### config.mk
export PLATFORM = sky130hd
export DESIGN_NAME = kms_keypad_scanner
export DESIGN_NICKNAME = d
export VERILOG_FILES = /design/src/logic/kms_pkg.sv /design/src/logic/kms_keypad_scanner.sv
export SDC_FILE = /design/constraint.sdc
export NUM_CORES = 1
export LEC_CHECK = 0
export ABC_AREA = 1
export BUFFER_PORTS_ARGS = -buffer_cell sky130_fd_sc_hd__clkbuf_2
export CAP_MARGIN = 40
export CORE_UTILIZATION = 30
export CTS_CLUSTER_DIAMETER = 60
export DETAILED_ROUTE_END_ITERATION = 12
export GPL_ROUTABILITY_DRIVEN = 0
export PLACE_DENSITY_LB_ADDON = 0.12
export SLEW_MARGIN = 20
export SYNTH_ARGS = -nofsm -noshare
export SYNTH_HDL_FRONTEND = slang
export SYNTH_SLANG_ARGS = --single-unit
### constraint.sdc
create_clock -name ref_clk_in -period 38.3 [get_ports ref_clk_in]
set_input_delay 5.745 -clock ref_clk_in [delete_from_list [all_inputs] [get_ports ref_clk_in]]
set_output_delay 5.745 -clock ref_clk_in [all_outputs]
set_load 0.05 [all_outputs]
### src/logic/kms_pkg.sv
// ----------------------------------------------------------------------------
// Overview of operation
// - Scan up to four driven rows and five sensed columns.
// - Normal code holds row in upper nibble, column in lower nibble.
// - Long code is the normal code with bit 7 set.
// - Normal key needs qualification over samples; long key stays held the long period.
// - Up to three simultaneous keys are captured into three code registers.
// - Captured codes are stored in ascending order, lowest code first.
// - Second control register bits 1:0 show the count of keys pressed.
// - First control bits 5:4 pick sample count, bits 2:0 scan rate.
// - Second control bits 3:2 pick the long key hold duration.
// - With second control bit 7 set, a qualified keystroke wakes from sleep.
// - Enable bit 4 gates the interrupt; flag bit 4 sets on key events.
// - The flag sets on a key event whether polled or interrupt driven.
// - Host clears the flag after reading codes; no new interrupt meanwhile.
// - A wake-up keystroke may raise the interrupt output or be polled.
// - The keystroke that wakes the device is not recorded as a code.
// ----------------------------------------------------------------------------
package kms_pkg;

   // -------------------------------------------------------------------------
   // Matrix geometry and register map
   // -------------------------------------------------------------------------
   localparam int ROWS = 4;
   localparam int COLS = 5;
   localparam int KEYS = 20;
   localparam int MAX_CODES = 3;
   localparam logic [7:0] ADDR_CTL_ONE = 8'hC0;
   localparam logic [7:0] ADDR_CTL_TWO = 8'hC1;
   localparam logic [7:0] ADDR_CODE_FIRST = 8'hC2;
   localparam logic [7:0] ADDR_CODE_SECOND = 8'hC3;
   localparam logic [7:0] ADDR_CODE_THIRD = 8'hC4;
   localparam logic [7:0] ADDR_IRQ_ENABLE = 8'hF0;
   localparam logic [7:0] ADDR_IRQ_FLAG = 8'hF1;

   // -------------------------------------------------------------------------
   // Field positions and reset values
   // -------------------------------------------------------------------------
   localparam int CTL1_SCAN_EN = 7;
   localparam int CTL1_LONG_EN = 6;
   localparam int CTL1_SAMP_LO = 4;
   localparam int CTL1_FREQ_LO = 0;
   localparam int CTL2_WAKE_EN = 7;
   localparam int CTL2_LONG_LO = 2;
   localparam int IRQ_KEY_BIT = 4;
   localparam int LONG_CODE_BIT = 7;
   localparam logic [7:0] CTL1_WRITE_MASK = 8'hF7;
   localparam logic [7:0] CTL1_RESET = 8'h00;
   localparam logic [7:0] CODE_RESET = 8'h00;

   // -------------------------------------------------------------------------
   // Timing
   // -------------------------------------------------------------------------
   localparam int CLK_PERIOD_NS = 10;
   localparam int SCAN_BASE_NS = 10000;
   localparam int SCAN_BASE_CYCLES = (SCAN_BASE_NS + CLK_PERIOD_NS - 1) / CLK_PERIOD_NS;
   localparam int DIV_W = 20;
   localparam int SAMPLE_BASE_FRAMES = 2;
   localparam int LONG_BASE_FRAMES = 16;

endpackage : kms_pkg

### src/logic/kms_keypad_scanner.sv
// Local design decision: strobed register access.
module kms_keypad_scanner #(
   parameter int unsigned SCAN_BASE_CYCLES = kms_pkg::SCAN_BASE_CYCLES
) (
   // Clock and reset
   input wire logic ref_clk_in,
   input wire logic sys_rst_in,
   // Register port
   input wire logic [7:0] reg_addr_in,
   input wire logic [7:0] reg_wdata_in,
   input wire logic reg_wr_in,
   input wire logic reg_rd_in,
   output logic [7:0] reg_rdata_out,
   // Key matrix
   output logic [kms_pkg::ROWS-1:0] row_drive_outputs_out,
   input wire logic [kms_pkg::COLS-1:0] column_sense_inputs_in,
   // Power management
   input wire logic sleep_in,
   output logic wake_out,
   // Interrupt
   output logic irq_out
);

   // -------------------------------------------------------------------------
   // State
   // -------------------------------------------------------------------------
   typedef struct packed {
      logic [7:0] ctl_one;
      logic wake_en;
      logic [1:0] long_sel;
      logic [1:0] key_cnt;
      logic irq_en;
      logic irq_flag;
      logic [7:0] code_first;
      logic [7:0] code_second;
      logic [7:0] code_third;
      logic [kms_pkg::DIV_W-1:0] div_cnt;
      logic [1:0] row_idx;
      logic [kms_pkg::ROWS-1:0] rows;
      logic [kms_pkg::KEYS-1:0] row_acc;
      logic [kms_pkg::KEYS-1:0] last_snap;
      logic [kms_pkg::KEYS-1:0] qual_map;
      logic [4:0] stable_cnt;
      logic [8:0] long_cnt;
      logic long_done;
      logic suppress;
      logic wake;
      logic irq;
      logic [7:0] rdata;
   } kms_state_t;

   kms_state_t s;
   kms_state_t next_s;

   // -------------------------------------------------------------------------
   // Helpers
   // -------------------------------------------------------------------------
   // Walking keys in row-major order yields codes in ascending order.
   function automatic logic [23:0] kms_sort_codes(input logic [kms_pkg::KEYS-1:0] keys, input logic long_key);
      logic [23:0] codes;
      int slot;
      codes = '0;
      slot = 0;
      for (int r = 0; r < kms_pkg::ROWS; r++) begin
         for (int c = 0; c < kms_pkg::COLS; c++) begin
            if (keys[r * kms_pkg::COLS + c] && slot < kms_pkg::MAX_CODES) begin
               codes[slot * 8 +: 8] = {long_key, 1'b0, 2'(r), 1'b0, 3'(c)};
               slot = slot + 1;
            end
         end
      end
      return codes;
   endfunction : kms_sort_codes

   function automatic logic [1:0] kms_key_count(input logic [kms_pkg::KEYS-1:0] keys);
      int n;
      n = 0;
      for (int i = 0; i < kms_pkg::KEYS; i++) begin
         n = n + int'(keys[i]);
      end
      return (n > 3) ? 2'h3 : 2'(n);
   endfunction : kms_key_count

   // -------------------------------------------------------------------------
   // Derived settings
   // -------------------------------------------------------------------------
   logic scan_en;
   logic long_en;
   logic [kms_pkg::DIV_W-1:0] row_period;
   logic tick;
   logic [4:0] samples_needed;
   logic [8:0] long_target;
   logic [kms_pkg::KEYS-1:0] snap;
   logic [4:0] stable_next;
   logic [23:0] normal_codes;
   logic [23:0] long_codes;

   assign scan_en = s.ctl_one[kms_pkg::CTL1_SCAN_EN];
   assign long_en = s.ctl_one[kms_pkg::CTL1_LONG_EN];
   assign row_period = kms_pkg::DIV_W'(SCAN_BASE_CYCLES) << s.ctl_one[kms_pkg::CTL1_FREQ_LO +: 3];
   assign tick = (s.div_cnt >= row_period - kms_pkg::DIV_W'(1));
   assign samples_needed = 5'(kms_pkg::SAMPLE_BASE_FRAMES) << s.ctl_one[kms_pkg::CTL1_SAMP_LO +: 2];
   assign long_target = 9'(kms_pkg::LONG_BASE_FRAMES) << s.long_sel;

   always_comb begin
      snap = s.row_acc;
      snap[s.row_idx * kms_pkg::COLS +: kms_pkg::COLS] = column_sense_inputs_in;
   end

   assign stable_next = (snap != s.last_snap) ? 5'h01 : ((s.stable_cnt == 5'h1F) ? 5'h1F : s.stable_cnt + 5'h01);
   assign normal_codes = kms_sort_codes(snap, 1'b0);
   assign long_codes = kms_sort_codes(s.qual_map, 1'b1);

   // -------------------------------------------------------------------------
   // Next state
   // -------------------------------------------------------------------------
   always_comb begin
      next_s = s;
      next_s.wake = 1'b0;
      next_s.rdata = 8'h00;

      if (reg_wr_in) begin
         case (reg_addr_in)
            kms_pkg::ADDR_CTL_ONE: begin
               next_s.ctl_one = reg_wdata_in & kms_pkg::CTL1_WRITE_MASK;
            end
            kms_pkg::ADDR_CTL_TWO: begin
               next_s.wake_en = reg_wdata_in[kms_pkg::CTL2_WAKE_EN];
               next_s.long_sel = reg_wdata_in[kms_pkg::CTL2_LONG_LO +: 2];
            end
            kms_pkg::ADDR_IRQ_ENABLE: begin
               next_s.irq_en = reg_wdata_in[kms_pkg::IRQ_KEY_BIT];
            end
            kms_pkg::ADDR_IRQ_FLAG: begin
               if (reg_wdata_in[kms_pkg::IRQ_KEY_BIT]) begin
                  next_s.irq_flag = 1'b0;
               end
            end
            default: begin
            end
         endcase
      end

      if (reg_rd_in) begin
         case (reg_addr_in)
            kms_pkg::ADDR_CTL_ONE: begin
               next_s.rdata = s.ctl_one;
            end
            kms_pkg::ADDR_CTL_TWO: begin
               next_s.rdata = {s.wake_en, 3'h0, s.long_sel, s.key_cnt};
            end
            kms_pkg::ADDR_CODE_FIRST: begin
               next_s.rdata = s.code_first;
            end
            kms_pkg::ADDR_CODE_SECOND: begin
               next_s.rdata = s.code_second;
            end
            kms_pkg::ADDR_CODE_THIRD: begin
               next_s.rdata = s.code_third;
            end
            kms_pkg::ADDR_IRQ_ENABLE: begin
               next_s.rdata = {3'h0, s.irq_en, 4'h0};
            end
            kms_pkg::ADDR_IRQ_FLAG: begin
               // Polled flag; a read also clears it.
               next_s.rdata = {3'h0, s.irq_flag, 4'h0};
               next_s.irq_flag = 1'b0;
            end
            default: begin
               next_s.rdata = 8'h00;
            end
         endcase
      end

      // Events below come after the clears so that a set in the same cycle wins.
      if (!scan_en) begin
         next_s.div_cnt = '0;
         next_s.row_idx = 2'h0;
         next_s.row_acc = '0;
         next_s.last_snap = '0;
         next_s.stable_cnt = 5'h00;
         next_s.qual_map = '0;
         next_s.key_cnt = 2'h0;
         next_s.long_cnt = 9'h000;
         next_s.long_done = 1'b0;
         next_s.suppress = 1'b0;
      end else if (!tick) begin
         next_s.div_cnt = s.div_cnt + kms_pkg::DIV_W'(1);
      end else begin
         // Columns sampled at the end of each row period.
         next_s.div_cnt = '0;
         next_s.row_acc = snap;
         next_s.row_idx = s.row_idx + 2'h1;
         if (s.row_idx == 2'(kms_pkg::ROWS - 1)) begin
            next_s.last_snap = snap;
            next_s.stable_cnt = stable_next;
            // Qualified once stable over the sample count.
            if (stable_next >= samples_needed && snap != s.qual_map) begin
               next_s.qual_map = snap;
               next_s.key_cnt = kms_key_count(snap);
               next_s.long_cnt = 9'h000;
               next_s.long_done = 1'b0;
               if (snap == '0) begin
                  next_s.suppress = 1'b0;
               end else if ((snap & ~s.qual_map) != '0) begin
                  if (sleep_in) begin
                     next_s.suppress = 1'b1;
                     if (s.wake_en) begin
                        next_s.wake = 1'b1;
                        next_s.irq_flag = 1'b1;
                     end
                  end else if (!s.suppress) begin
                     // Normal codes, up to three keys.
                     next_s.code_first = normal_codes[7:0];
                     next_s.code_second = normal_codes[15:8];
                     next_s.code_third = normal_codes[23:16];
                     next_s.irq_flag = 1'b1;
                  end
               end
            end else if (s.qual_map != '0 && long_en && !s.long_done && !s.suppress && !sleep_in) begin
               next_s.long_cnt = s.long_cnt + 9'h001;
               if (s.long_cnt + 9'h001 >= long_target) begin
                  next_s.long_done = 1'b1;
                  next_s.code_first = long_codes[7:0];
                  next_s.code_second = long_codes[15:8];
                  next_s.code_third = long_codes[23:16];
                  next_s.irq_flag = 1'b1;
               end
            end
         end
      end

      // One-hot drive of the four rows.
      // The rows follow the enable as it is written, so the first row after enabling stands a full period.
      next_s.rows = next_s.ctl_one[kms_pkg::CTL1_SCAN_EN] ? (4'h1 << next_s.row_idx) : 4'h0;
      // Enable gates the flag; level holds until cleared.
      next_s.irq = next_s.irq_flag & next_s.irq_en;
   end

   // -------------------------------------------------------------------------
   // Registers
   // -------------------------------------------------------------------------
   always_ff @(posedge ref_clk_in) begin
      if (sys_rst_in) begin
         s <= '0;
         s.ctl_one <= kms_pkg::CTL1_RESET;
         s.code_first <= kms_pkg::CODE_RESET;
         s.code_second <= kms_pkg::CODE_RESET;
         s.code_third <= kms_pkg::CODE_RESET;
      end else begin
         s <= next_s;
      end
   end

   assign reg_rdata_out = s.rdata;
   assign row_drive_outputs_out = s.rows;
   assign wake_out = s.wake;
   assign irq_out = s.irq;

endmodule : kms_keypad_scanner

== Word-level counts from Yosys, hierarchy flattened ==
Index checks and enable logic that the tools add are counted.
Storage, ports and cells
  register bits: 150
  latch bits: 0
  RAM bits: 0
  memory bits (read-only): 0
  bits of input ports: 26
  output and inout port bits: 14
  logic and storage cells: 489
  memories: 0
Cells by class
  add/subtract/negate cells: 99
  $mul: 1
  divide/modulo/power cells: 0
  $lt $le $gt $ge: 42
  equality and inequality tests: 15
  shifts and indexed selects: 82
  multiplexer cells: 149
  bitwise gates (word level): 12
  reductions and logical operators: 66
Operator list (count)
  $neg A32 Y33: 38
  $shift A8 B33 Y24 const A: 38
  $shiftx A8 B33 Y24 const A: 38
  $lt A32 B3 Y1 const B: 38
  $add A32 B2 Y32 const B: 36
  $mux W32: 36
  $mux W24: 39
  $bwmux W24: 37
  $mux W25: 9
  $eq A8 B8 Y1 const B: 7
  $pmux W8 S7: 1
  $logic_and A1 B1 Y1: 43
  $ne A20 B20 Y1: 2
  $reduce_bool A20 Y1: 2
  $neg A5 Y34: 1
  $shift A5 B34 Y20 const A: 1
  $shiftx A5 B34 Y20: 1
  $and A24 B24 Y24: 1
  $add A19 B1 Y20: 1
  $add A20 B1 Y20 const B: 1
  $and A20 B20 Y20: 1
  $bwmux W20: 1
  $ge A20 B20 Y1: 1
  $gt A20 B2 Y1 const B: 1
  other kinds (54): 92

== Longest topological paths before layout ==
Gate-level depths: netlist of the first run.
  word-level depth: 72
  mapped depth: 120
  depth with buffers taken out: 120

== Least setup slack after synthesis of the first run ==
No wires, ideal clock.
  path type: in2reg
  start point: input port column_sense_inputs_in[0] (netlist name)
  end point: register s[128] (netlist name)
  library setup time: 119 ps
  arrival: 17029 ps
  required time: 38181 ps
  setup slack: 21151 ps
  cell stages on the path: 90
  buffers on the path: 0
  path through: inv_1 > nor3_1 > a21oi_1 > inv_1 > ha_1 > nand2_1 > nand3_1 > nand2_1 > inv_1 > ha_1 > inv_1 > ha_1 > nand2_4 > clkinv_4 > nand2_4 > nand2_4 > inv_2 > ha_1 > (+54 left out) > inv_1 > nor2_1 > inv_1 > nand2_2 > inv_2 > ha_1 > inv_1 > nand3_2 > nand2_4 > inv_1 > ha_1 > nor3_1 > nor3b_1 > nand4_4 > nand2_1 > inv_2 > nand2_1 > a21oi_1
Between the ends
  word-level cells in the longest chain between the ends: 66
  elaborated cells on any way between the ends: 192
  those cells by class: add/sub: 37; order compare: 20; eq/ne: 6; shift: 39; mux: 63; bitwise: 2; reduce/logical: 25
RTL lines
  start: declaration: line kms_keypad_scanner.sv:16  | input wire logic [kms_pkg::COLS-1:0] column_sense_inputs_in,
  $shiftx A5 B34 Y20 *: line kms_keypad_scanner.sv:107  | snap[s.row_idx * kms_pkg::COLS +: kms_pkg::COLS] = column_sense_inputs_in;
  $bwmux W20 *: line kms_keypad_scanner.sv:107
  via snap, one bit: line kms_keypad_scanner.sv:93  | logic [kms_pkg::KEYS-1:0] snap;
  $mux W1: line kms_keypad_scanner.sv:66  | if (keys[r * kms_pkg::COLS + c] && slot < kms_pkg::MAX_CODES) begin
  $lt A32 B3 Y1: line kms_keypad_scanner.sv:66
  $logic_and A1 B1 Y1: line kms_keypad_scanner.sv:66
  $mux W32: line kms_keypad_scanner.sv:66
  $lt A32 B3 Y1: line kms_keypad_scanner.sv:66
  (+51 left out)
  $shiftx A8 B33 Y24 / $shift A8 B33 Y24 (equally long branches): line kms_keypad_scanner.sv:67  | codes[slot * 8 +: 8] = {long_key, 1'b0, 2'(r), 1'b0, 3'(c)};
  $bwmux W24: line kms_keypad_scanner.sv:67
  $mux W24: line kms_keypad_scanner.sv:66
  $mux W25: line kms_keypad_scanner.sv:212  | end else if (!s.suppress) begin
  $mux W24: line kms_keypad_scanner.sv:206  | if (sleep_in) begin
  $mux W25: line kms_keypad_scanner.sv:205  | end else if ((snap & ~s.qual_map) != '0) begin
  $mux W25: line kms_keypad_scanner.sv:203  | if (snap == '0) begin
  $mux W25: line kms_keypad_scanner.sv:198  | if (stable_next >= samples_needed && snap != s.qual_map) begin
  end signal: assignment: line kms_keypad_scanner.sv:251  | s <= next_s;
  end: declaration: line kms_keypad_scanner.sv:52  | kms_state_t s;
Mark *: on every way through the listed nets, which the timed path passes. The rest lies on a longest branch. The select of a mux whose other input is x is not followed.
A chain may end at the register's enable or synchronous reset.

== Worst setup path in the final report of the first run ==
  start point: input port column_sense_inputs_in[1] (netlist name)
  end point: register s[133] (netlist name)
Between the ends
  elaborated cells on any way between the ends: 192
  those cells by class: add/sub: 37; order compare: 20; eq/ne: 6; shift: 39; mux: 63; bitwise: 2; reduce/logical: 25
RTL lines (line)
  $shiftx A5 B34 Y20 *: kms_keypad_scanner.sv:107
  $bwmux W20 *: kms_keypad_scanner.sv:107
  via snap, one bit: kms_keypad_scanner.sv:93
  $logic_and A1 B1 Y1: kms_keypad_scanner.sv:66
  $mux W32: kms_keypad_scanner.sv:66
  $lt A32 B3 Y1: kms_keypad_scanner.sv:66
  $logic_and A1 B1 Y1: kms_keypad_scanner.sv:66
  $mux W32: kms_keypad_scanner.sv:66
  (+49 left out)
  $shiftx A8 B33 Y24 / $shift A8 B33 Y24 (equally long branches): kms_keypad_scanner.sv:67
  $bwmux W24: kms_keypad_scanner.sv:67
  $mux W24: kms_keypad_scanner.sv:66
  $mux W25: kms_keypad_scanner.sv:212
  $mux W24: kms_keypad_scanner.sv:206
  $mux W25: kms_keypad_scanner.sv:205
  $mux W25: kms_keypad_scanner.sv:203
  $mux W25: kms_keypad_scanner.sv:198
Marked as above.

==> flow_summary.json, run 1 <==
{
  "fill_cells": 5195,
  "final.min_clock_period_ns": 18.31,
  "ctsRootBufferMaster": "clkbuf_16",
  "grt_pass1_vias": 13600,
  "clock-sinks": 144,
  "leakagePower_uw": 0.00770,
  "r2r_start": "s[26]",
  "r2r_end": "s[125]",
  "met3_wirelength_mm": 1.50,
  "drt_wl_total_mm": 45.8,
  "num-nets-final": 2435,
  "multi_input_area_um2": 9950,
  "drv_slew": 0,
  "setup_viol_count_final": 0,
  "crit_required_ns": 38.68,
  "viasPerCell": 4.99,
  "critPathMaxFanout": 53,
  "dieArea_um2": 49200,
  "reg2reg_depth": 109,
  "ys_seq_area_frac": 0.199,
  "drt_iter0_drc": 970,
  "die-height_um": 222,
  "cts_buffers": 17,
  "yosys_warnings": 0,
  "r2r_slack_ns": 22.06,
  "htree_num_levels": 4,
  "final_area_um2": 16100,
  "drive_above_1_share": 0.123,
  "drc": 0,
  "grt_usage": 0.188,
  "antenna_found_initial": 1,
  "highest_layer": "met4",
  "gr-total-overflow": 0,
  "worst_setup_path_start_kind": "input port",
  "rsz0062_at_grt": "no",
  "cts_tree": "yes",
  "vdd_drop_max_mv": 0.0286,
  "cp_slowest_cell": "a21oi_1",
  "wl_met1_mm": 22.5,
  "tns_ns": 0,
  "final_cell_mix": "nand2_1 (364), inv_1 (339), a21oi_1 (162)",
  "path_class": "in -> reg",
  "core_area_um2": 47600,
  "port_buffers": 39,
  "relSlewSlack": 0.408,
  "rows": 80,
  "powerDensity_nw_per_um2": 26.1,
  "endpoint_kind": "flip-flop",
  "synth_cells": 2189,
  "synth_edf_count": 0,
  "fmax_ghz": 0.0546,
  "cts_resized": 0,
  "yosys_register_bits": 144,
  "syn_area_um2": 14500,
  "layout_commonest_cell": "nand2_1",
  "ios": 40,
  "critPathMostFrequentCell": "inv_1",
  "ys_types": 73,
  "tightestPinTransition_ns": 0.880,
  "wl_per_cell_um": 16.0,
  "status": "complete, no violations",
  "firstDrtPassIters": 6,
  "arrival_ns": 18.69,
  "cp_slowest_stage_delay_ns": 0.57,
  "dominantRegCellSynth": "dfxtp_1",
  "hold_path_end": "s[69]",
  "die_w_um": 222,
  "clkSlewWorstSetupHoldPaths_ns": 0.07,
  "holdBufCountCts": 0,
  "regArea_um2": 2880,
  "place_area_um2": 15500,
  "ant_nets": 0,
  "clock_latency_ns": 0.45,
  "dp_hpwl_mm": 37.1,
  "clock_path_buffers": 2,
  "drv_cap": 0,
  "grt_start_max_net_pins": 67,
  "initial_core_util": 0.304,
  "startpoint": "column_sense_inputs_in[1]",
  "synthArstFlopShare": 0,
  "vias": 14300,
  "synth.avg_cell_area_um2": 6.62,
  "whs_path_depth": 2,
  "postCtsSetupBuffers": 0,
  "hp-class": "reg -> reg",
  "grt_first_pass_wirelength_mm": 72.8,
  "antenna_cells": 0,
  "hold_start": "s[69]",
  "min_period_over_period": 0.478,
  "met2_length_mm": 21.0,
  "skew_ns": 0.0120,
  "hold_violations": 0,
  "areaGrowthSynthToFinish_pct": 10.9
}
[metrics by stage]
stage / std cells / total power (uW) / utilization / hold WS, ns / setup slack (ns)
after floorplan: 2216 / 232 / - / 0.430 / 21.15
final: 2868 / 419 / 0.337 / 0.464 / 19.99
after global routing: 2868 / 445 / 0.337 / 0.490 / 18.68
after detailed placement: 2835 / 251 / 0.325 / 0.457 / 19.46
after CTS: 2866 / 424 / 0.337 / 0.468 / 19.94
after global placement: 2832 / 249 / 0.323 / 0.451 / 19.90
[metal layers]
layer / track usage / up-vias
met5: 0 / -
li1: - / 7407
met2: 0.311 / 232
met4: 0.0495 / 0
met3: 0.0289 / 44
met1: 0.252 / 6627
[area by class of cell]
class                      count  area share
sequential                   144       0.179
timing repair buffer          63      0.0255
tap                          615      0.0479
clock inverter                14     0.00981
inverter                     388      0.0915
clock buffer                  17      0.0265
multi-input combinational   1627       0.619
[synthesized netlist by cell type (all sizes together) (2+ instances only)]
cell type / number / share of area
nand2: 438 / 0.13
inv: 382 / 0.10
nor2: 171 / 0.047
a21oi: 164 / 0.057
ha: 151 / 0.13
o21ai: 146 / 0.053
dfxtp: 144 / 0.20
nand3: 127 / 0.051
nor3: 73 / 0.026
nand4: 68 / 0.030
nor4: 45 / 0.019
clkbuf: 34 / 0.0088
buf: 23 / 0.012
xnor2: 21 / 0.013
or2: 19 / 0.0082
xor2: 18 / 0.012
a31oi: 17 / 0.0073
fa: 17 / 0.023
a21boi: 14 / 0.0073
o211ai: 14 / 0.0073
nor3b: 9 / 0.0047
nand3b: 7 / 0.0036
o41ai: 7 / 0.0042
a221oi: 6 / 0.0036
a22oi: 6 / 0.0031
clkinv: 6 / 0.0020
o21a: 6 / 0.0031
o22ai: 6 / 0.0026
o31ai: 6 / 0.0031
o2111ai: 5 / 0.0030
a2111oi: 4 / 0.0029
a211oi: 4 / 0.0021
a22o: 4 / 0.0024
o221ai: 4 / 0.0024
a32oi: 3 / 0.0018
a311oi: 2 / 0.0012
a41oi: 2 / 0.0012
conb: 2 / 0.00052
o21bai: 2 / 0.0010
o311ai: 2 / 0.0012
[worst max-delay path by stage]
stage                         to  slack, ns  cells after the start
after global placement    s[128]      19.90                     89
after detailed placement  s[133]      19.46                     88
final                     s[133]      19.99                     88
after floorplan           s[128]      21.15                     90
after CTS                 s[133]      19.94                     88
after global routing      s[132]      18.68                     88
[sequential cells by signal, summed over array words and instances (netlist names)]
signal                 flops
long_en                    1
wake_out                   1
reg_rdata_out              8
row_drive_outputs_out      4
irq_out                    1
s                        129
[worst max-delay path, delay by kind of cell]
family	cells	cell delay (ns)
simple gates	41	4.56
fa+ha+maj	18	5.17
buf+inv	27	2.49
compound gates	2	0.72
[kinds of logic (layout without fill, tap and decap cells)]
logic type | after synthesis | count (layout) | share of synthesized area
AOI/OAI and AO/OA | 429 | 429 | 0.174
xor gates and xnor gates | 39 | 39 | 0.0246
adders and majority gates | 168 | 168 | 0.154
buffers and inverters | 445 | 482 | 0.122
DFF | 144 | 144 | 0.199
muxes | 1 | 1 | 0.000691
other | 2 | 29 | 0.000518
and+or+nand+nor | 961 | 961 | 0.325
[power breakdown]
part	switching [uW]	internal (uW)	total (uW)
combinational	65.5	33.2	98.7
clock	74.3	96.5	171
sequential	0.0393	150	150
Power figures use the tool's default switching activity.
==> inputs of run 2 (changes only) <==
==> constraint.sdc (replaced) <==
create_clock -name ref_clk_in -period 16.9 [get_ports ref_clk_in]
set_input_delay 2.535 -clock ref_clk_in [delete_from_list [all_inputs] [get_ports ref_clk_in]]
set_output_delay 2.535 -clock ref_clk_in [all_outputs]
set_load 0.05 [all_outputs]
==> flow_summary.json, run 2 (synthesized netlist as in run 1, its figures left out) <==
{
  "grt_pass1_vias": 13600,
  "hold_violations": 0,
  "vdd_drop_max_mv": 0.0558,
  "ctsRootBufferMaster": "clkbuf_16",
  "ant_nets": 0,
  "path_class": "reg -> reg",
  "cp_slowest_stage_delay_ns": 0.43,
  "fmax_ghz": 0.0651,
  "drive_above_1_share": 0.130,
  "final.min_clock_period_ns": 15.36,
  "critPathMaxFanout": 7,
  "drv_slew": 0,
  "layout_commonest_cell": "nand2_1",
  "crit_required_ns": 17.23,
  "grt_usage": 0.188,
  "cts_tree": "yes",
  "critPathBufInv": 38,
  "met3_wirelength_mm": 1.41,
  "status": "complete, no violations",
  "die-height_um": 222,
  "antenna_found_initial": 1,
  "vias": 14300,
  "rows": 80,
  "final_area_um2": 16200,
  "holdBufCountCts": 0,
  "critPathMostFrequentCell": "inv_1",
  "setup_viol_count_final": 0,
  "arrival_ns": 15.70,
  "ios": 40,
  "antenna_cells": 0,
  "largest_register_ffs": 129,
  "firstDrtPassIters": 5,
  "fill_cells": 5203,
  "drv_cap": 0,
  "fin_util": 0.340,
  "met2_length_mm": 20.8,
  "final_cell_mix": "nand2_1 (364), inv_1 (337), nor2_1 (158)",
  "die_w_um": 222,
  "tightestPinTransition_ns": 0.846,
  "drt_iter0_drc": 931,
  "min_period_over_period": 0.909,
  "endpoint_kind": "flip-flop",
  "leakagePower_uw": 0.00775,
  "cts_buffers": 17,
  "num-nets-final": 2437,
  "path_delay_family": "simple AND/OR/NAND/NOR gates",
  "highest_layer": "met4",
  "core_area_um2": 47600,
  "place_area_um2": 15400,
  "wl_per_cell_um": 16.0,
  "gr-total-overflow": 0,
  "clkSlewWorstSetupHoldPaths_ns": 0.07,
  "preCtsSetupSlack_ns": 0.827,
  "clock_latency_ns": 0.45,
  "skew_ns": 0.0115,
  "drt_wl_total_mm": 45.8,
  "viasPerCell": 4.97,
  "dieArea_um2": 49200,
  "clock_path_buffers": 2,
  "grt_start_max_net_pins": 67,
  "regMostFlops": "s",
  "port_buffers": 39,
  "areaGrowthSynthToFinish_pct": 11.7,
  "cp_slowest_cell": "dfxtp_2",
  "clock-sinks": 144,
  "initial_core_util": 0.304,
  "dp_hpwl_mm": 37.1,
  "worst_setup_path_start_kind": "flip-flop",
  "hp-class": "reg -> reg",
  "relSlewSlack": 0.431,
  "htree_num_levels": 4,
  "wl_met1_mm": 22.9,
  "grt_first_pass_wirelength_mm": 72.8,
  "powerDensity_nw_per_um2": 61.7,
  "drc": 0,
  "setup_ws_ns": 1.54
}
[run 2: layout make-up]
cell class	instances	area, um2	share of cell area
clock buffer	22	484	0.0299
clock inverter	9	179	0.0111
inverter	388	1470	0.0908
multi-input combinational	1627	9990	0.617
sequential	144	2890	0.178
tap	615	769	0.0475
timing repair buffer	65	403	0.0249
[run 2: per-layer routing]
| layer | vias to the layer above | track usage |
|---|---|---|
| met3 | 37 | 0.0273 |
| li1 | 7418 | - |
| met2 | 198 | 0.310 |
| met5 | - | 0 |
| met4 | 0 | 0.0432 |
| met1 | 6597 | 0.256 |
[run 2: timing repair]
item | 4_1_cts | 5_1_grt
setup buffers | 0 | 5
resized for setup | 0 | 16
endpoints found under the hold margin | 0 | 0
endpoints found under the setup margin | 0 | 18
[run 2: worst paths after layout]
kind	from	end	slack [ns]	depth (start not counted)
min	s[68]	s[68]	0.46	2
max reg2reg	s[27]	s[125]	1.54	112
min reg2reg	s[68]	s[68]	0.46	2
max	s[27]	s[125]	1.54	112
[run 2: per-stage QoR]
| step | hold slack (ns) | TNS [ns] | cells | power (uW) |
|---|---|---|---|---|
| CTS | 0.465 | 0 | 2864 | 1010 |
| finish | 0.464 | 0 | 2870 | 999 |
| global placement | 0.450 | 0 | 2830 | 567 |
| floorplan | 0.430 | 0 | 2216 | 526 |
| global route | 0.487 | -0.258 | 2870 | 1060 |
| detailed placement | 0.457 | 0 | 2833 | 571 |
[run 2: power breakdown]
| part | internal [uW] | switching [uW] |
|---|---|---|
| sequential | 339 | 0.0826 |
| clock | 277 | 158 |
| combinational | 75.1 | 150 |
[run 2: tightest hold or removal path: cells and delay by family (launching register included)]
family             cells  cell delay (ns)
and+or+nand+nor        1             0.06
DFF                    1             0.30
AOI/OAI and AO/OA      1             0.05
